## config.mk

```make
export PLATFORM = sky130hd
export DESIGN_NAME = tgcc_core
export DESIGN_NICKNAME = d
export VERILOG_FILES = /design/src/tgcc_pkg.sv /design/src/tgcc_core.sv
export SDC_FILE = /design/constraint.sdc
export NUM_CORES = 2
export LEC_CHECK = 0
export ABC_AREA = 0
export BUFFER_PORTS_ARGS = -buffer_cell sky130_fd_sc_hd__buf_4
export CAP_MARGIN = 20
export CORE_ASPECT_RATIO = 1.2
export CORE_MARGIN = 2
export CORE_UTILIZATION = 34
export CTS_CLUSTER_DIAMETER = 200
export DETAILED_ROUTE_END_ITERATION = 16
export PLACE_DENSITY_LB_ADDON = 0.15
export SLEW_MARGIN = 25
export SYNTH_ARGS = -nofsm -noshare
export SYNTH_HDL_FRONTEND = slang
export SYNTH_SLANG_ARGS = --single-unit
```

## constraint.sdc

```tcl
create_clock -name core_clk_i -period 25.7 [get_ports core_clk_i]
set_clock_uncertainty 0.15 [all_clocks]
set_input_delay 5.14 -clock core_clk_i [delete_from_list [all_inputs] [get_ports core_clk_i]]
set_output_delay 5.14 -clock core_clk_i [all_outputs]
set_load 0.1 [all_outputs]
```

## src/tgcc_pkg.sv

```systemverilog
// ==================================================================
// Shared constants of the timer general register mode control block
// ==================================================================
package tgcc_pkg;

  // ================================================================
  // Sizes
  // ================================================================
  localparam int NUM_GR = 22;           // ch2: 8, ch3..5: 4 each, ch11: 2
  localparam int NUM_CNT = 5;           // Counters of ch2, ch3, ch4, ch5, ch11
  localparam int NUM_MODE = 11;         // Pin function control registers
  localparam int NUM_FLAG = 27;         // 22 capture/match flags + 5 overflow
  localparam int GR_W = 16;             // General register and counter width

  // ================================================================
  // Index ranges of the general registers
  // ================================================================
  localparam int GR_CH3_FIRST = 8;      // First channel 3 register
  localparam int GR_CH4_FIRST = 12;     // First channel 4 register
  localparam int GR_CH5_FIRST = 16;     // First channel 5 register
  localparam int GR_CH11_FIRST = 20;    // First channel 11 register
  localparam int OVF_BIT = 8;           // Overflow flag position in a flag register

  // ================================================================
  // Register map, byte addresses (one 32-bit word each)
  // ================================================================
  localparam logic [11:0] MODE_BASE = 12'h000;   // 11 pin function control regs
  localparam logic [11:0] GR_BASE = 12'h040;     // 22 general registers
  localparam logic [11:0] CNT_BASE = 12'h0c0;    // 5 free-running counters
  localparam logic [11:0] FLAG_BASE = 12'h0e0;   // 5 flag registers
  localparam logic [11:0] IEN_BASE = 12'h100;    // 5 interrupt enable registers
  localparam logic [11:0] RUN_ADDR = 12'h120;    // Counter run bits [4:0]

  // ================================================================
  // Field layouts and reset values
  // ================================================================
  localparam logic [7:0] MODE_RST = 8'h00;       // Control registers after reset
  localparam logic [7:0] MASK_RSVD = 8'h77;      // ch2/ch11: bits 7 and 3 read 0
  localparam logic [7:0] MASK_FULL = 8'hff;      // ch3..5: bits 7 and 3 are clear enables
  localparam logic [15:0] FLAG_RST = 16'h0000;   // Flag registers after reset
  localparam logic [15:0] CNT_MAX = 16'hffff;    // Counter wrap point
  localparam logic [2:0] MD_CMP_OFF = 3'h0;      // Compare disabled
  localparam logic [2:0] MD_CMP_LOW = 3'h1;      // Drive 0 on match
  localparam logic [2:0] MD_CMP_HIGH = 3'h2;     // Drive 1 on match
  localparam logic [2:0] MD_CMP_TOG = 3'h3;      // Toggle on match
  localparam logic [2:0] MD_CAP_OFF = 3'h4;      // Capture from pin disabled
  localparam logic [2:0] MD_CAP_RISE = 3'h5;     // Capture on rising edge
  localparam logic [2:0] MD_CAP_FALL = 3'h6;     // Capture on falling edge
  localparam logic [2:0] MD_CAP_BOTH = 3'h7;     // Capture on both edges

endpackage

```

## src/tgcc_core.sv

```systemverilog
`timescale 1ns/1ps

module tgcc_core (
  input wire logic core_clk_i,                 // Peripheral clock, 40 MHz
  input wire logic resetn_i,                   // Power-on reset, active low
  input wire logic standby_i,                  // Hardware or software standby
  // AHB-Lite slave
  input wire logic hsel_i,
  input wire logic [31:0] haddr_i,
  input wire logic [1:0] htrans_i,
  input wire logic hwrite_i,
  input wire logic [2:0] hsize_i,
  input wire logic [31:0] hwdata_i,
  input wire logic hready_i,
  output logic hreadyout_o,
  output logic hresp_o,
  output logic [31:0] hrdata_o,
  // Timer side
  input wire logic [21:0] timer_pin_i,         // Capture inputs, one per register
  output logic [21:0] timer_pin_o,             // Compare outputs
  output logic [21:0] timer_pin_oe_o,          // High while compare drives the pin
  input wire logic ch9_match_i,                // Channel 9 event-count match pulse
  output logic irq_o                           // Interrupt request to the processor
);

  // ================================================================
  // Helper functions
  // ================================================================
  // Counter that a general register belongs to
  function automatic int gr_cnt(input int g);
    if (g < tgcc_pkg::GR_CH3_FIRST) begin
      return 0;
    end else if (g < tgcc_pkg::GR_CH4_FIRST) begin
      return 1;
    end else if (g < tgcc_pkg::GR_CH5_FIRST) begin
      return 2;
    end else if (g < tgcc_pkg::GR_CH11_FIRST) begin
      return 3;
    end
    return 4;
  endfunction

  // First general register of a counter
  function automatic int cnt_first(input int c);
    case (c)
      0: return 0;
      1: return tgcc_pkg::GR_CH3_FIRST;
      2: return tgcc_pkg::GR_CH4_FIRST;
      3: return tgcc_pkg::GR_CH5_FIRST;
      default: return tgcc_pkg::GR_CH11_FIRST;
    endcase
  endfunction

  // Registers of channels 3 to 5 carry clear enables
  function automatic logic is_ch345(input int g);
    return (g >= tgcc_pkg::GR_CH3_FIRST) && (g < tgcc_pkg::GR_CH11_FIRST);
  endfunction

  // Word address hit
  function automatic logic hit(input logic [11:0] a, input logic [11:0] base, input int i);
    return a == (base + 12'(4 * i));
  endfunction

  // Flag index to its register and bit
  function automatic int flag_reg(input int f);
    return (f < tgcc_pkg::NUM_GR) ? gr_cnt(f) : f - tgcc_pkg::NUM_GR;
  endfunction

  function automatic int flag_bit(input int f);
    return (f < tgcc_pkg::NUM_GR) ? f - cnt_first(gr_cnt(f)) : tgcc_pkg::OVF_BIT;
  endfunction

  // ================================================================
  // Reset synchroniser
  // ================================================================
  logic rst_s1_q; // First stage, read only by the second
  logic rst_n_q;  // Released reset used everywhere

  // Assert at once, release after two edges
  always_ff @(posedge core_clk_i or negedge resetn_i) begin
    if (!resetn_i) begin
      rst_s1_q <= 1'b0;
      rst_n_q <= 1'b0;
    end else begin
      rst_s1_q <= 1'b1;
      rst_n_q <= rst_s1_q;
    end
  end

  // ================================================================
  // Bus slave: one wait state per transfer
  // ================================================================
  logic acc_q;          // Data phase in progress, holds hready low
  logic wr_q;           // Latched direction
  logic [11:0] addr_q;  // Latched word address
  logic accept;
  logic wr_en;
  logic rd_en;
  logic [31:0] rdata;
  logic [31:0] hrdata_q;

  assign accept = hsel_i && hready_i && htrans_i[1];
  assign wr_en = acc_q && wr_q;
  assign rd_en = acc_q && !wr_q;
  assign hreadyout_o = !acc_q;
  assign hresp_o = 1'b0;              // Always OKAY
  assign hrdata_o = hrdata_q;

  // Address phase capture; the wait state lets writes land before reads
  always_ff @(posedge core_clk_i or negedge rst_n_q) begin
    if (!rst_n_q) begin
      acc_q <= 1'b0;
      wr_q <= 1'b0;
      addr_q <= 12'h000;
    end else begin
      acc_q <= accept;
      if (accept) begin
        wr_q <= hwrite_i;
        addr_q <= {haddr_i[11:2], 2'b00};
      end
    end
  end

  // Read data registered in the wait cycle
  always_ff @(posedge core_clk_i or negedge rst_n_q) begin
    if (!rst_n_q) begin
      hrdata_q <= 32'h0000_0000;
    end else if (rd_en) begin
      hrdata_q <= rdata;
    end
  end

  // ================================================================
  // Storage
  // ================================================================
  logic [7:0] mode_q [tgcc_pkg::NUM_MODE];     // Pin function control
  logic [15:0] gr_q [tgcc_pkg::NUM_GR];        // General registers
  logic [15:0] cnt_q [tgcc_pkg::NUM_CNT];      // Free-running counters
  logic [4:0] run_q;                           // Counter run enables
  logic [tgcc_pkg::NUM_FLAG-1:0] flag_q;       // Capture/match then overflow flags
  logic [tgcc_pkg::NUM_FLAG-1:0] arm_q;        // Flag seen at one by a read
  logic [tgcc_pkg::NUM_FLAG-1:0] ien_q;        // Interrupt enables, same layout
  logic [21:0] pin_s1_q;                       // Pin sync first stage
  logic [21:0] pin_s2_q;                       // Pin sync second stage
  logic [21:0] pin_s3_q;                       // Previous value for edges
  logic [21:0] pin_q;
  logic [21:0] pin_oe_q;
  logic irq_q;

  // Decoded per register
  logic [2:0] md [tgcc_pkg::NUM_GR];           // Mode field
  logic [tgcc_pkg::NUM_GR-1:0] cci;            // Counter clear enable
  logic [tgcc_pkg::NUM_GR-1:0] wlock;          // Software write refused
  logic [tgcc_pkg::NUM_GR-1:0] match_ev;
  logic [tgcc_pkg::NUM_GR-1:0] cap_ev;
  logic [tgcc_pkg::NUM_CNT-1:0] cnt_clr;
  logic [tgcc_pkg::NUM_CNT-1:0] cnt_wr;
  logic [tgcc_pkg::NUM_CNT-1:0] ovf_ev;
  logic [tgcc_pkg::NUM_FLAG-1:0] flag_set;     // Set events in flag order
  logic [21:0] rise;
  logic [21:0] fall;
  logic ch3_match;

  // ================================================================
  // Pin function control registers
  // ================================================================
  // Software writes; ch2 and ch11 hold bits 7 and 3 at zero
  always_ff @(posedge core_clk_i or negedge rst_n_q) begin
    if (!rst_n_q) begin
      for (int i = 0; i < tgcc_pkg::NUM_MODE; i++) begin
        mode_q[i] <= tgcc_pkg::MODE_RST;
      end
    end else if (standby_i) begin
      for (int i = 0; i < tgcc_pkg::NUM_MODE; i++) begin
        mode_q[i] <= tgcc_pkg::MODE_RST;
      end
    end else if (wr_en) begin
      for (int i = 0; i < tgcc_pkg::NUM_MODE; i++) begin
        if (hit(addr_q, tgcc_pkg::MODE_BASE, i)) begin
          // Registers 4..9 are ch3..5, the rest keep reserved bits clear
          mode_q[i] <= hwdata_i[7:0] & ((i >= 4 && i <= 9) ?
            tgcc_pkg::MASK_FULL : tgcc_pkg::MASK_RSVD);
        end
      end
    end
  end

  // Low nibble is the first register of a pair, high nibble the second
  always_comb begin
    for (int g = 0; g < tgcc_pkg::NUM_GR; g++) begin
      md[g] = g[0] ? mode_q[g/2][6:4] : mode_q[g/2][2:0];
      cci[g] = is_ch345(g) && (g[0] ? mode_q[g/2][7] : mode_q[g/2][3]);
      // Pin-edge capture locks; ch3 locks in capture-off too
      wlock[g] = (md[g][2] && (md[g][1:0] != 2'b00)) ||
        (md[g] == tgcc_pkg::MD_CAP_OFF && g >= tgcc_pkg::GR_CH3_FIRST &&
         g < tgcc_pkg::GR_CH4_FIRST);
    end
  end

  // ================================================================
  // Pin synchroniser and edge detect
  // ================================================================
  // Two flops before the edge stage so each edge gives one event
  always_ff @(posedge core_clk_i or negedge rst_n_q) begin
    if (!rst_n_q) begin
      pin_s1_q <= 22'h0;
      pin_s2_q <= 22'h0;
      pin_s3_q <= 22'h0;
    end else begin
      pin_s1_q <= timer_pin_i;
      pin_s2_q <= pin_s1_q;
      pin_s3_q <= pin_s2_q;
    end
  end

  assign rise = pin_s2_q & ~pin_s3_q;
  assign fall = ~pin_s2_q & pin_s3_q;

  // ================================================================
  // Compare and capture events
  // ================================================================
  assign ch3_match = |match_ev[tgcc_pkg::GR_CH4_FIRST-1:tgcc_pkg::GR_CH3_FIRST];

  // Compare needs a running counter so a halted counter on the match value fires no event
  always_comb begin
    for (int g = 0; g < tgcc_pkg::NUM_GR; g++) begin
      match_ev[g] = !md[g][2] && (md[g] != tgcc_pkg::MD_CMP_OFF) &&
        run_q[gr_cnt(g)] && (cnt_q[gr_cnt(g)] == gr_q[g]);
      unique case (md[g])
        tgcc_pkg::MD_CAP_RISE: cap_ev[g] = rise[g];
        tgcc_pkg::MD_CAP_FALL: cap_ev[g] = fall[g];
        tgcc_pkg::MD_CAP_BOTH: cap_ev[g] = rise[g] | fall[g];
        default: cap_ev[g] = 1'b0;
      endcase
      // Ch3..5 in any capture mode also take the ch3/ch9 match trigger
      if (md[g][2] && is_ch345(g) && (ch3_match || ch9_match_i)) begin
        cap_ev[g] = 1'b1;
      end
    end
  end

  // ================================================================
  // General registers
  // ================================================================
  // Capture takes priority; refused writes leave the value untouched
  always_ff @(posedge core_clk_i or negedge rst_n_q) begin
    if (!rst_n_q) begin
      for (int g = 0; g < tgcc_pkg::NUM_GR; g++) begin
        gr_q[g] <= 16'hffff;
      end
    end else if (standby_i) begin
      for (int g = 0; g < tgcc_pkg::NUM_GR; g++) begin
        gr_q[g] <= 16'hffff;
      end
    end else begin
      for (int g = 0; g < tgcc_pkg::NUM_GR; g++) begin
        if (cap_ev[g]) begin
          gr_q[g] <= cnt_q[gr_cnt(g)];
        end else if (wr_en && hit(addr_q, tgcc_pkg::GR_BASE, g) && !wlock[g]) begin
          gr_q[g] <= hwdata_i[15:0];
        end
      end
    end
  end

  // ================================================================
  // Free-running counters
  // ================================================================
  // Clear requests only from compare-mode registers with clear enabled
  always_comb begin
    for (int c = 0; c < tgcc_pkg::NUM_CNT; c++) begin
      cnt_clr[c] = 1'b0;
      cnt_wr[c] = wr_en && hit(addr_q, tgcc_pkg::CNT_BASE, c);
    end
    for (int g = 0; g < tgcc_pkg::NUM_GR; g++) begin
      if (cci[g] && match_ev[g]) begin
        cnt_clr[gr_cnt(g)] = 1'b1;
      end
    end
    for (int c = 0; c < tgcc_pkg::NUM_CNT; c++) begin
      ovf_ev[c] = run_q[c] && !cnt_clr[c] && !cnt_wr[c] &&
        (cnt_q[c] == tgcc_pkg::CNT_MAX);
    end
  end

  // Clear beats a software write, which beats counting
  always_ff @(posedge core_clk_i or negedge rst_n_q) begin
    if (!rst_n_q) begin
      for (int c = 0; c < tgcc_pkg::NUM_CNT; c++) begin
        cnt_q[c] <= 16'h0000;
      end
    end else if (standby_i) begin
      for (int c = 0; c < tgcc_pkg::NUM_CNT; c++) begin
        cnt_q[c] <= 16'h0000;
      end
    end else begin
      for (int c = 0; c < tgcc_pkg::NUM_CNT; c++) begin
        if (cnt_clr[c]) begin
          cnt_q[c] <= 16'h0000;
        end else if (cnt_wr[c]) begin
          cnt_q[c] <= hwdata_i[15:0];
        end else if (run_q[c]) begin
          cnt_q[c] <= cnt_q[c] + 16'h0001;
        end
      end
    end
  end

  // Run bits
  always_ff @(posedge core_clk_i or negedge rst_n_q) begin
    if (!rst_n_q) begin
      run_q <= 5'h00;
    end else if (standby_i) begin
      run_q <= 5'h00;
    end else if (wr_en && addr_q == tgcc_pkg::RUN_ADDR) begin
      run_q <= hwdata_i[4:0];
    end
  end

  // ================================================================
  // Pin outputs
  // ================================================================
  // Enable only for an active compare code; code 000 leaves the pin free
  always_ff @(posedge core_clk_i or negedge rst_n_q) begin
    if (!rst_n_q) begin
      pin_q <= 22'h0;
      pin_oe_q <= 22'h0;
    end else if (standby_i) begin
      pin_q <= 22'h0;
      pin_oe_q <= 22'h0;
    end else begin
      for (int g = 0; g < tgcc_pkg::NUM_GR; g++) begin
        pin_oe_q[g] <= !md[g][2] && (md[g] != tgcc_pkg::MD_CMP_OFF);
        if (match_ev[g]) begin
          unique case (md[g])
            tgcc_pkg::MD_CMP_LOW: pin_q[g] <= 1'b0;
            tgcc_pkg::MD_CMP_HIGH: pin_q[g] <= 1'b1;
            default: pin_q[g] <= !pin_q[g];
          endcase
        end
      end
    end
  end

  assign timer_pin_o = pin_q;
  assign timer_pin_oe_o = pin_oe_q;

  // ================================================================
  // Flags and interrupt enables
  // ================================================================
  // One vector so no index ever runs past either source
  assign flag_set = {ovf_ev, cap_ev | match_ev};

  // A set in the same cycle as a clear wins
  always_ff @(posedge core_clk_i or negedge rst_n_q) begin
    if (!rst_n_q) begin
      flag_q <= '0;
      arm_q <= '0;
    end else if (standby_i) begin
      flag_q <= '0;
      arm_q <= '0;
    end else begin
      for (int f = 0; f < tgcc_pkg::NUM_FLAG; f++) begin
        if (flag_set[f]) begin
          flag_q[f] <= 1'b1;
        end else if (wr_en && arm_q[f] && !hwdata_i[flag_bit(f)] &&
                     hit(addr_q, tgcc_pkg::FLAG_BASE, flag_reg(f))) begin
          flag_q[f] <= 1'b0;
        end
        // Arm on a read that sees the flag at one
        if (rd_en && flag_q[f] && hit(addr_q, tgcc_pkg::FLAG_BASE, flag_reg(f))) begin
          arm_q[f] <= 1'b1;
        end else if (!flag_q[f]) begin
          arm_q[f] <= 1'b0;
        end
      end
    end
  end

  // Enable bits sit at the same positions as their flags
  always_ff @(posedge core_clk_i or negedge rst_n_q) begin
    if (!rst_n_q) begin
      ien_q <= '0;
    end else if (standby_i) begin
      ien_q <= '0;
    end else if (wr_en) begin
      for (int f = 0; f < tgcc_pkg::NUM_FLAG; f++) begin
        if (hit(addr_q, tgcc_pkg::IEN_BASE, flag_reg(f))) begin
          ien_q[f] <= hwdata_i[flag_bit(f)];
        end
      end
    end
  end

  // Level request, one cycle behind the flags
  always_ff @(posedge core_clk_i or negedge rst_n_q) begin
    if (!rst_n_q) begin
      irq_q <= 1'b0;
    end else begin
      irq_q <= |(flag_q & ien_q);
    end
  end

  assign irq_o = irq_q;

  // ================================================================
  // Read mux
  // ================================================================
  // Unmapped words and unused bits read as zero
  always_comb begin
    rdata = 32'h0000_0000;
    for (int i = 0; i < tgcc_pkg::NUM_MODE; i++) begin
      if (hit(addr_q, tgcc_pkg::MODE_BASE, i)) begin
        rdata[7:0] = mode_q[i];
      end
    end
    for (int g = 0; g < tgcc_pkg::NUM_GR; g++) begin
      if (hit(addr_q, tgcc_pkg::GR_BASE, g)) begin
        rdata[15:0] = gr_q[g];
      end
    end
    for (int c = 0; c < tgcc_pkg::NUM_CNT; c++) begin
      if (hit(addr_q, tgcc_pkg::CNT_BASE, c)) begin
        rdata[15:0] = cnt_q[c];
      end
    end
    for (int f = 0; f < tgcc_pkg::NUM_FLAG; f++) begin
      if (hit(addr_q, tgcc_pkg::FLAG_BASE, flag_reg(f))) begin
        rdata[flag_bit(f)] = flag_q[f];
      end
      if (hit(addr_q, tgcc_pkg::IEN_BASE, flag_reg(f))) begin
        rdata[flag_bit(f)] = ien_q[f];
      end
    end
    if (addr_q == tgcc_pkg::RUN_ADDR) begin
      rdata[4:0] = run_q;
    end
  end

endmodule

```

== Yosys cells after proc, flatten, opt, wreduce, memory -nomap -nowiden ==
Cells that the tools add are included.
Cells by class
  magnitude comparators: 176
  multiplexer cells: 1159
  $add $sub $neg: 121
  reduce and logical (&&, ||, !) cells: 675
  bitwise operators: 59
  eq/ne operators: 340
Operators with widths (count)
  $mux 32: 224
  $lt 32x7->1 const B: 88
  $eq 32x2->1 const B: 64
  $mux 16: 126
  $ge 32x1->1 const B: 56
  $bwmux 32: 44
  $eq 32x1->1 const B: 32
  $logic_not 32->1: 32
  $sub 5x32->32 const A: 32
  $bmux 16 s3: 20
  $sub 6x32->32 const A: 24
  $ge 32x4->1 const B: 20
  $not 32->32: 20
  $pmux 5 s4: 32
  $sub 4x32->32 const A: 16
  $mux 1: 438
  $lt 32x5->1 const B: 12
  $logic_and 1x1->1: 372
  $eq 16x16->1: 22
  $mux 352: 1
  $eq 12x12->1: 28
  $add 8x12->12 const A: 24
  $sub 3x32->32 const A: 8
  $bmux 1 s5: 44
  other kinds (43): 751
Storage, ports and cells
  output and inout bits: 79
  bits in registers: 763
  word-level logic and storage cells: 2665
  bits of input ports: 98

== Logic depth before layout (Yosys ltp) ==
  word-level depth: 137
  depth in mapped cells: 11
  mapped depth without buffers: 9

== Worst setup path before layout ==
OpenSTA, ideal clock, no wires.
  kind: in2reg
  start point: input standby_i
  end point: register mode_q (netlist bit cci[12])
  buffers on the path: 5
  library setup time: 0.132 ns
  required time: 25.418 ns
  slack: 18.824 ns
  cell stages on the path: 6
  arrival time: 6.595 ns
  cells stage by stage: clkbuf_1 -> clkbuf_1 -> clkbuf_1 -> clkbuf_1 -> clkbuf_1 -> nor2_1
Between the ends
  word-level cells in the longest chain between the ends: 2
  elaborated cells on any way between the ends: 4
  classes of those cells: mux (1); reduce/logical (3)
RTL lines
  from (decl): RTL line tgcc_core.sv:6  | input wire logic standby_i,
  $reduce_bool 2->1 (no source line)
  $reduce_and 2->1 (no source line)
  to (signal, indexed assignment): RTL line tgcc_core.sv:171  | mode_q[i] <= tgcc_pkg::MODE_RST;
  to (signal, indexed assignment): RTL line tgcc_core.sv:175  | mode_q[i] <= tgcc_pkg::MODE_RST;
  to (signal, indexed assignment): RTL line tgcc_core.sv:181  | mode_q[i] <= hwdata_i[7:0] & ((i >= 4 && i <= 9) ?
  to (decl): RTL line tgcc_core.sv:136  | logic [7:0] mode_q [tgcc_pkg::NUM_MODE];
Parallel ways exist; a longest one is shown, timed or not.
A chain may end at the register's enable or synchronous reset.

== Worst setup path in the final report ==
  start point: input standby_i
  end point: register run_q[4]
Between the ends
  word-level cells in the longest chain between the ends: 1
  elaborated cells on any way between the ends: 2
  classes of those cells: mux (1); reduce/logical (1)
RTL lines
  $mux 5 / $reduce_bool 2->1 (equally long branches)
  to (signal assigned): RTL line tgcc_core.sv:316  | run_q <= hwdata_i[4:0];
  to (decl): RTL line tgcc_core.sv:139  | logic [4:0] run_q;
Parallel ways exist; a longest one is shown, timed or not.

==> impl_metrics.py <==
metrics = {
    "status": {
        "status": "completed",
    },
    "place": {
        "portBuffers": 117,
        "pre_cts_ws_ns": 17.27,
        "place_area_sq_um": 49600,
        "globalplace.congestion": 1.01,
        "post-dp-hpwl_um": 170000,
        "placed_cells": 6689,
    },
    "timing": {
        "setup-tns-final_ns": 0,
        "finalSetupViolCount": 0,
        "fin_crit_sh_pct": 30.4,
        "slew_viol_final": 0,
        "min_period_ns": 7.81,
        "slew_headroom_pct": 18.0,
        "rsz0062_at_grt": "false",
        "timing.final.ws_setup_ns": 17.89,
        "tightest_slew_ns": 1.23,
        "hold_viol_final": 0,
        "max_freq_mhz": 128,
    },
    "yosys": {
        "syn_area_sq_um": 47300,
        "async_reset_ff_share_pct": 100,
        "yosys.area.top_type": "dfrtp_1",
        "ys_seq_elements": 737,
        "synth.avg_cell_area_sq_um": 9.31,
        "yosysUniqueCellTypes": 104,
        "yosysSeqAreaShare_pct": 39.9,
        "post_synth_main_area_contributors": "dfrtp_1 (20%), dfstp_2 (20%), mux2i_1 (9.2%)",
        "yosysWarnings": 0,
        "synthCells": 5085,
        "synth_top_area_share_pct": 20.4,
        "synthFlopType": "dfrtp_1",
        "synth_edf_count": 0,
    },
    "floorplanning": {
        "boundaryPins": 177,
        "core_area_sq_um": 139000,
        "die_w_um": 345,
        "row_count": 150,
        "die-height_um": 413,
        "die-area_sq_um": 142000,
        "start_util_pct": 34.1,
    },
    "setup_path": {
        "critPathCaptureType": "register",
        "critPathKind": "in -> reg",
        "crit_arrival_ns": 8.21,
        "cp.required_ns": 26.10,
        "crit_path_start_kind": "input pin",
        "crit_fanout": 145,
    },
    "global_route": {
        "grt_overflow": 0,
        "grt_start_max_net_pins": 146,
        "grt_pass1_wl_um": 337000,
        "grt_pass1_vias": 40657,
        "grtUsageTotal_pct": 33.7,
        "antenna_found_initial": 10,
    },
    "detailed_routing": {
        "drc": 0,
        "dr.pass1.iters": 6,
        "wl_per_cell_um": 35.5,
        "viasPerCell": 6.22,
        "drt_iter0_drc": 5708,
        "via_count": 42733,
        "wirelength_um": 244000,
        "final_antenna_net_count": 0,
    },
    "power_and_ir_drop": {
        "pwr_density_cell_nw_per_um2": 59.4,
        "max-vdd-ir-drop_mv": 0.0523,
        "leakagePower_nw": 20.7,
        "power_w": 0.00314,
    },
    "final_layout": {
        "final_cells": 6867,
        "final_nets": 5107,
        "final_common_cell": "nor2_1",
        "layout-drive-gt1-share_pct": 19.7,
        "fillers": 14090,
        "stdcell_area_sq_um": 52900,
        "syn_to_final_growth_pct": 11.7,
        "layout_common_cells": "nor2_1 (556), mux2i_1 (435), dfrtp_1 (382)",
    },
    "clock_network": {
        "clock_latency_ns": 0.74,
        "clockBufferDepth": 3,
        "cts.sinks": 737,
        "cts_setup_buffers": 0,
        "clkTransAtPathRegs_ns": 0.06,
        "numCtsBuffers": 91,
        "cts_resized": 0,
        "cts_tree": "done",
        "cts_root_buf": "clkbuf_16",
        "cts-htree-levels": 3,
        "postCtsHoldBufs": 0,
    },
    "hold_path": {
        "holdCritPathClass": "reg -> reg",
    },
    "job": {
        "max_cap_violations": 0,
    },
}
==> power breakdown <==
| group | internal [W] | switching [W] | total [W] |
|---|---|---|---|
| Sequential | 0.00121 | 0.0000721 | 0.00129 |
| Combinational | 0.000109 | 0.000337 | 0.000446 |
| Clock | 0.000826 | 0.000584 | 0.00141 |
| Total | 0.00215 | 0.000993 | 0.00314 |
==> metal layers <==
layer	GRT usage (%)	part of all wire [%]	vias to the layer above	routed length [um]
met3	5.62	7.8	567	19000
met1	44.0	40	21779	98500
met5	0	0.018	-	43
met4	20.2	7.1	6	17200
met2	52.1	45	2266	109000
li1	-	-	18115	-
==> through the flow <==
step           utilization, %  hold WS (ns)
4_1_cts                  38.1         0.199
3_3_place_gp             35.7         0.184
2_1_floorplan               -         0.181
3_5_place_dp             35.8         0.186
6_report                 38.1         0.196
5_1_grt                  38.1         0.204
==> worst max-delay path: stages <==
cell and delay (ns):
buf_8 0.25, buf_4 0.67, buf_4 0.67, buf_12 0.51, a21oi_1 0.42, nand2_1 0.18
o21ai_0 0.10
==> final timing paths <==
check                        startpoint      endpoint  slack [ns]  cells past startpoint
setup / recovery              standby_i      run_q[4]       17.89                      7
hold / removal             pin_s1_q[14]  pin_s2_q[14]        0.20                      0
setup reg to reg              addr_q[2]  hrdata_o[14]       19.95                     12
hold reg to reg            pin_s1_q[14]  pin_s2_q[14]        0.20                      0
max in group asynchronous      resetn_i       rst_n_q       21.25                      1
min in group asynchronous       rst_n_q     cnt_q[18]        0.25                      0
==> final cells by class <==
| type | count | area [sq um] | share of cell area (%) |
|---|---|---|---|
| Clock inverter | 43 | 562 | 1.06 |
| Antenna cell | 5 | 12.5 | 0.0237 |
| Timing Repair Buffer | 283 | 2160 | 4.08 |
| Clock buffer | 128 | 2660 | 5.02 |
| Inverter | 102 | 388 | 0.733 |
| Tap cell | 1824 | 2280 | 4.32 |
| Multi-Input combinational cell | 3745 | 25900 | 49.0 |
| Sequential cell | 737 | 18900 | 35.7 |
==> cell families after synthesis <==
family,share of synthesized area [%]
mux,11.6
other cells,0.0159
simple gates,16.4
xor+xnor,7.57
buf+inv,6.00
flops,39.9
fa+ha+maj,1.30
compound gates,17.2
==> sequential cells by signal, summed over array words and instances (netlist names) <==
register and count:
cnt_q 80, cci 12, timer_pin_oe_o 22, addr_q 10, rst_n_q 1, timer_pin_o 22
pin_s3_q 22, flag_q 27, pin_s1_q 22, pin_s2_q 22, irq_o 1, arm_q 27
md 66, acc_q 1, ien_q 27, wr_q 1, rst_s1_q 1, hrdata_o 16
gr_q 352, run_q 5
==> cells in the mapped netlist (all sizes together), types with 125 or more instances <==
cell type and count:
a211oi 207, a21oi 234, a31oi 184, buf 227, clkbuf 290, dfrtp 385, dfstp 352, mux2i 435
nand2 276, nand3 198, nor2 576, nor2b 140, o21ai 125, xnor2 158, xor2 251
(Power assumes the default switching activity.)
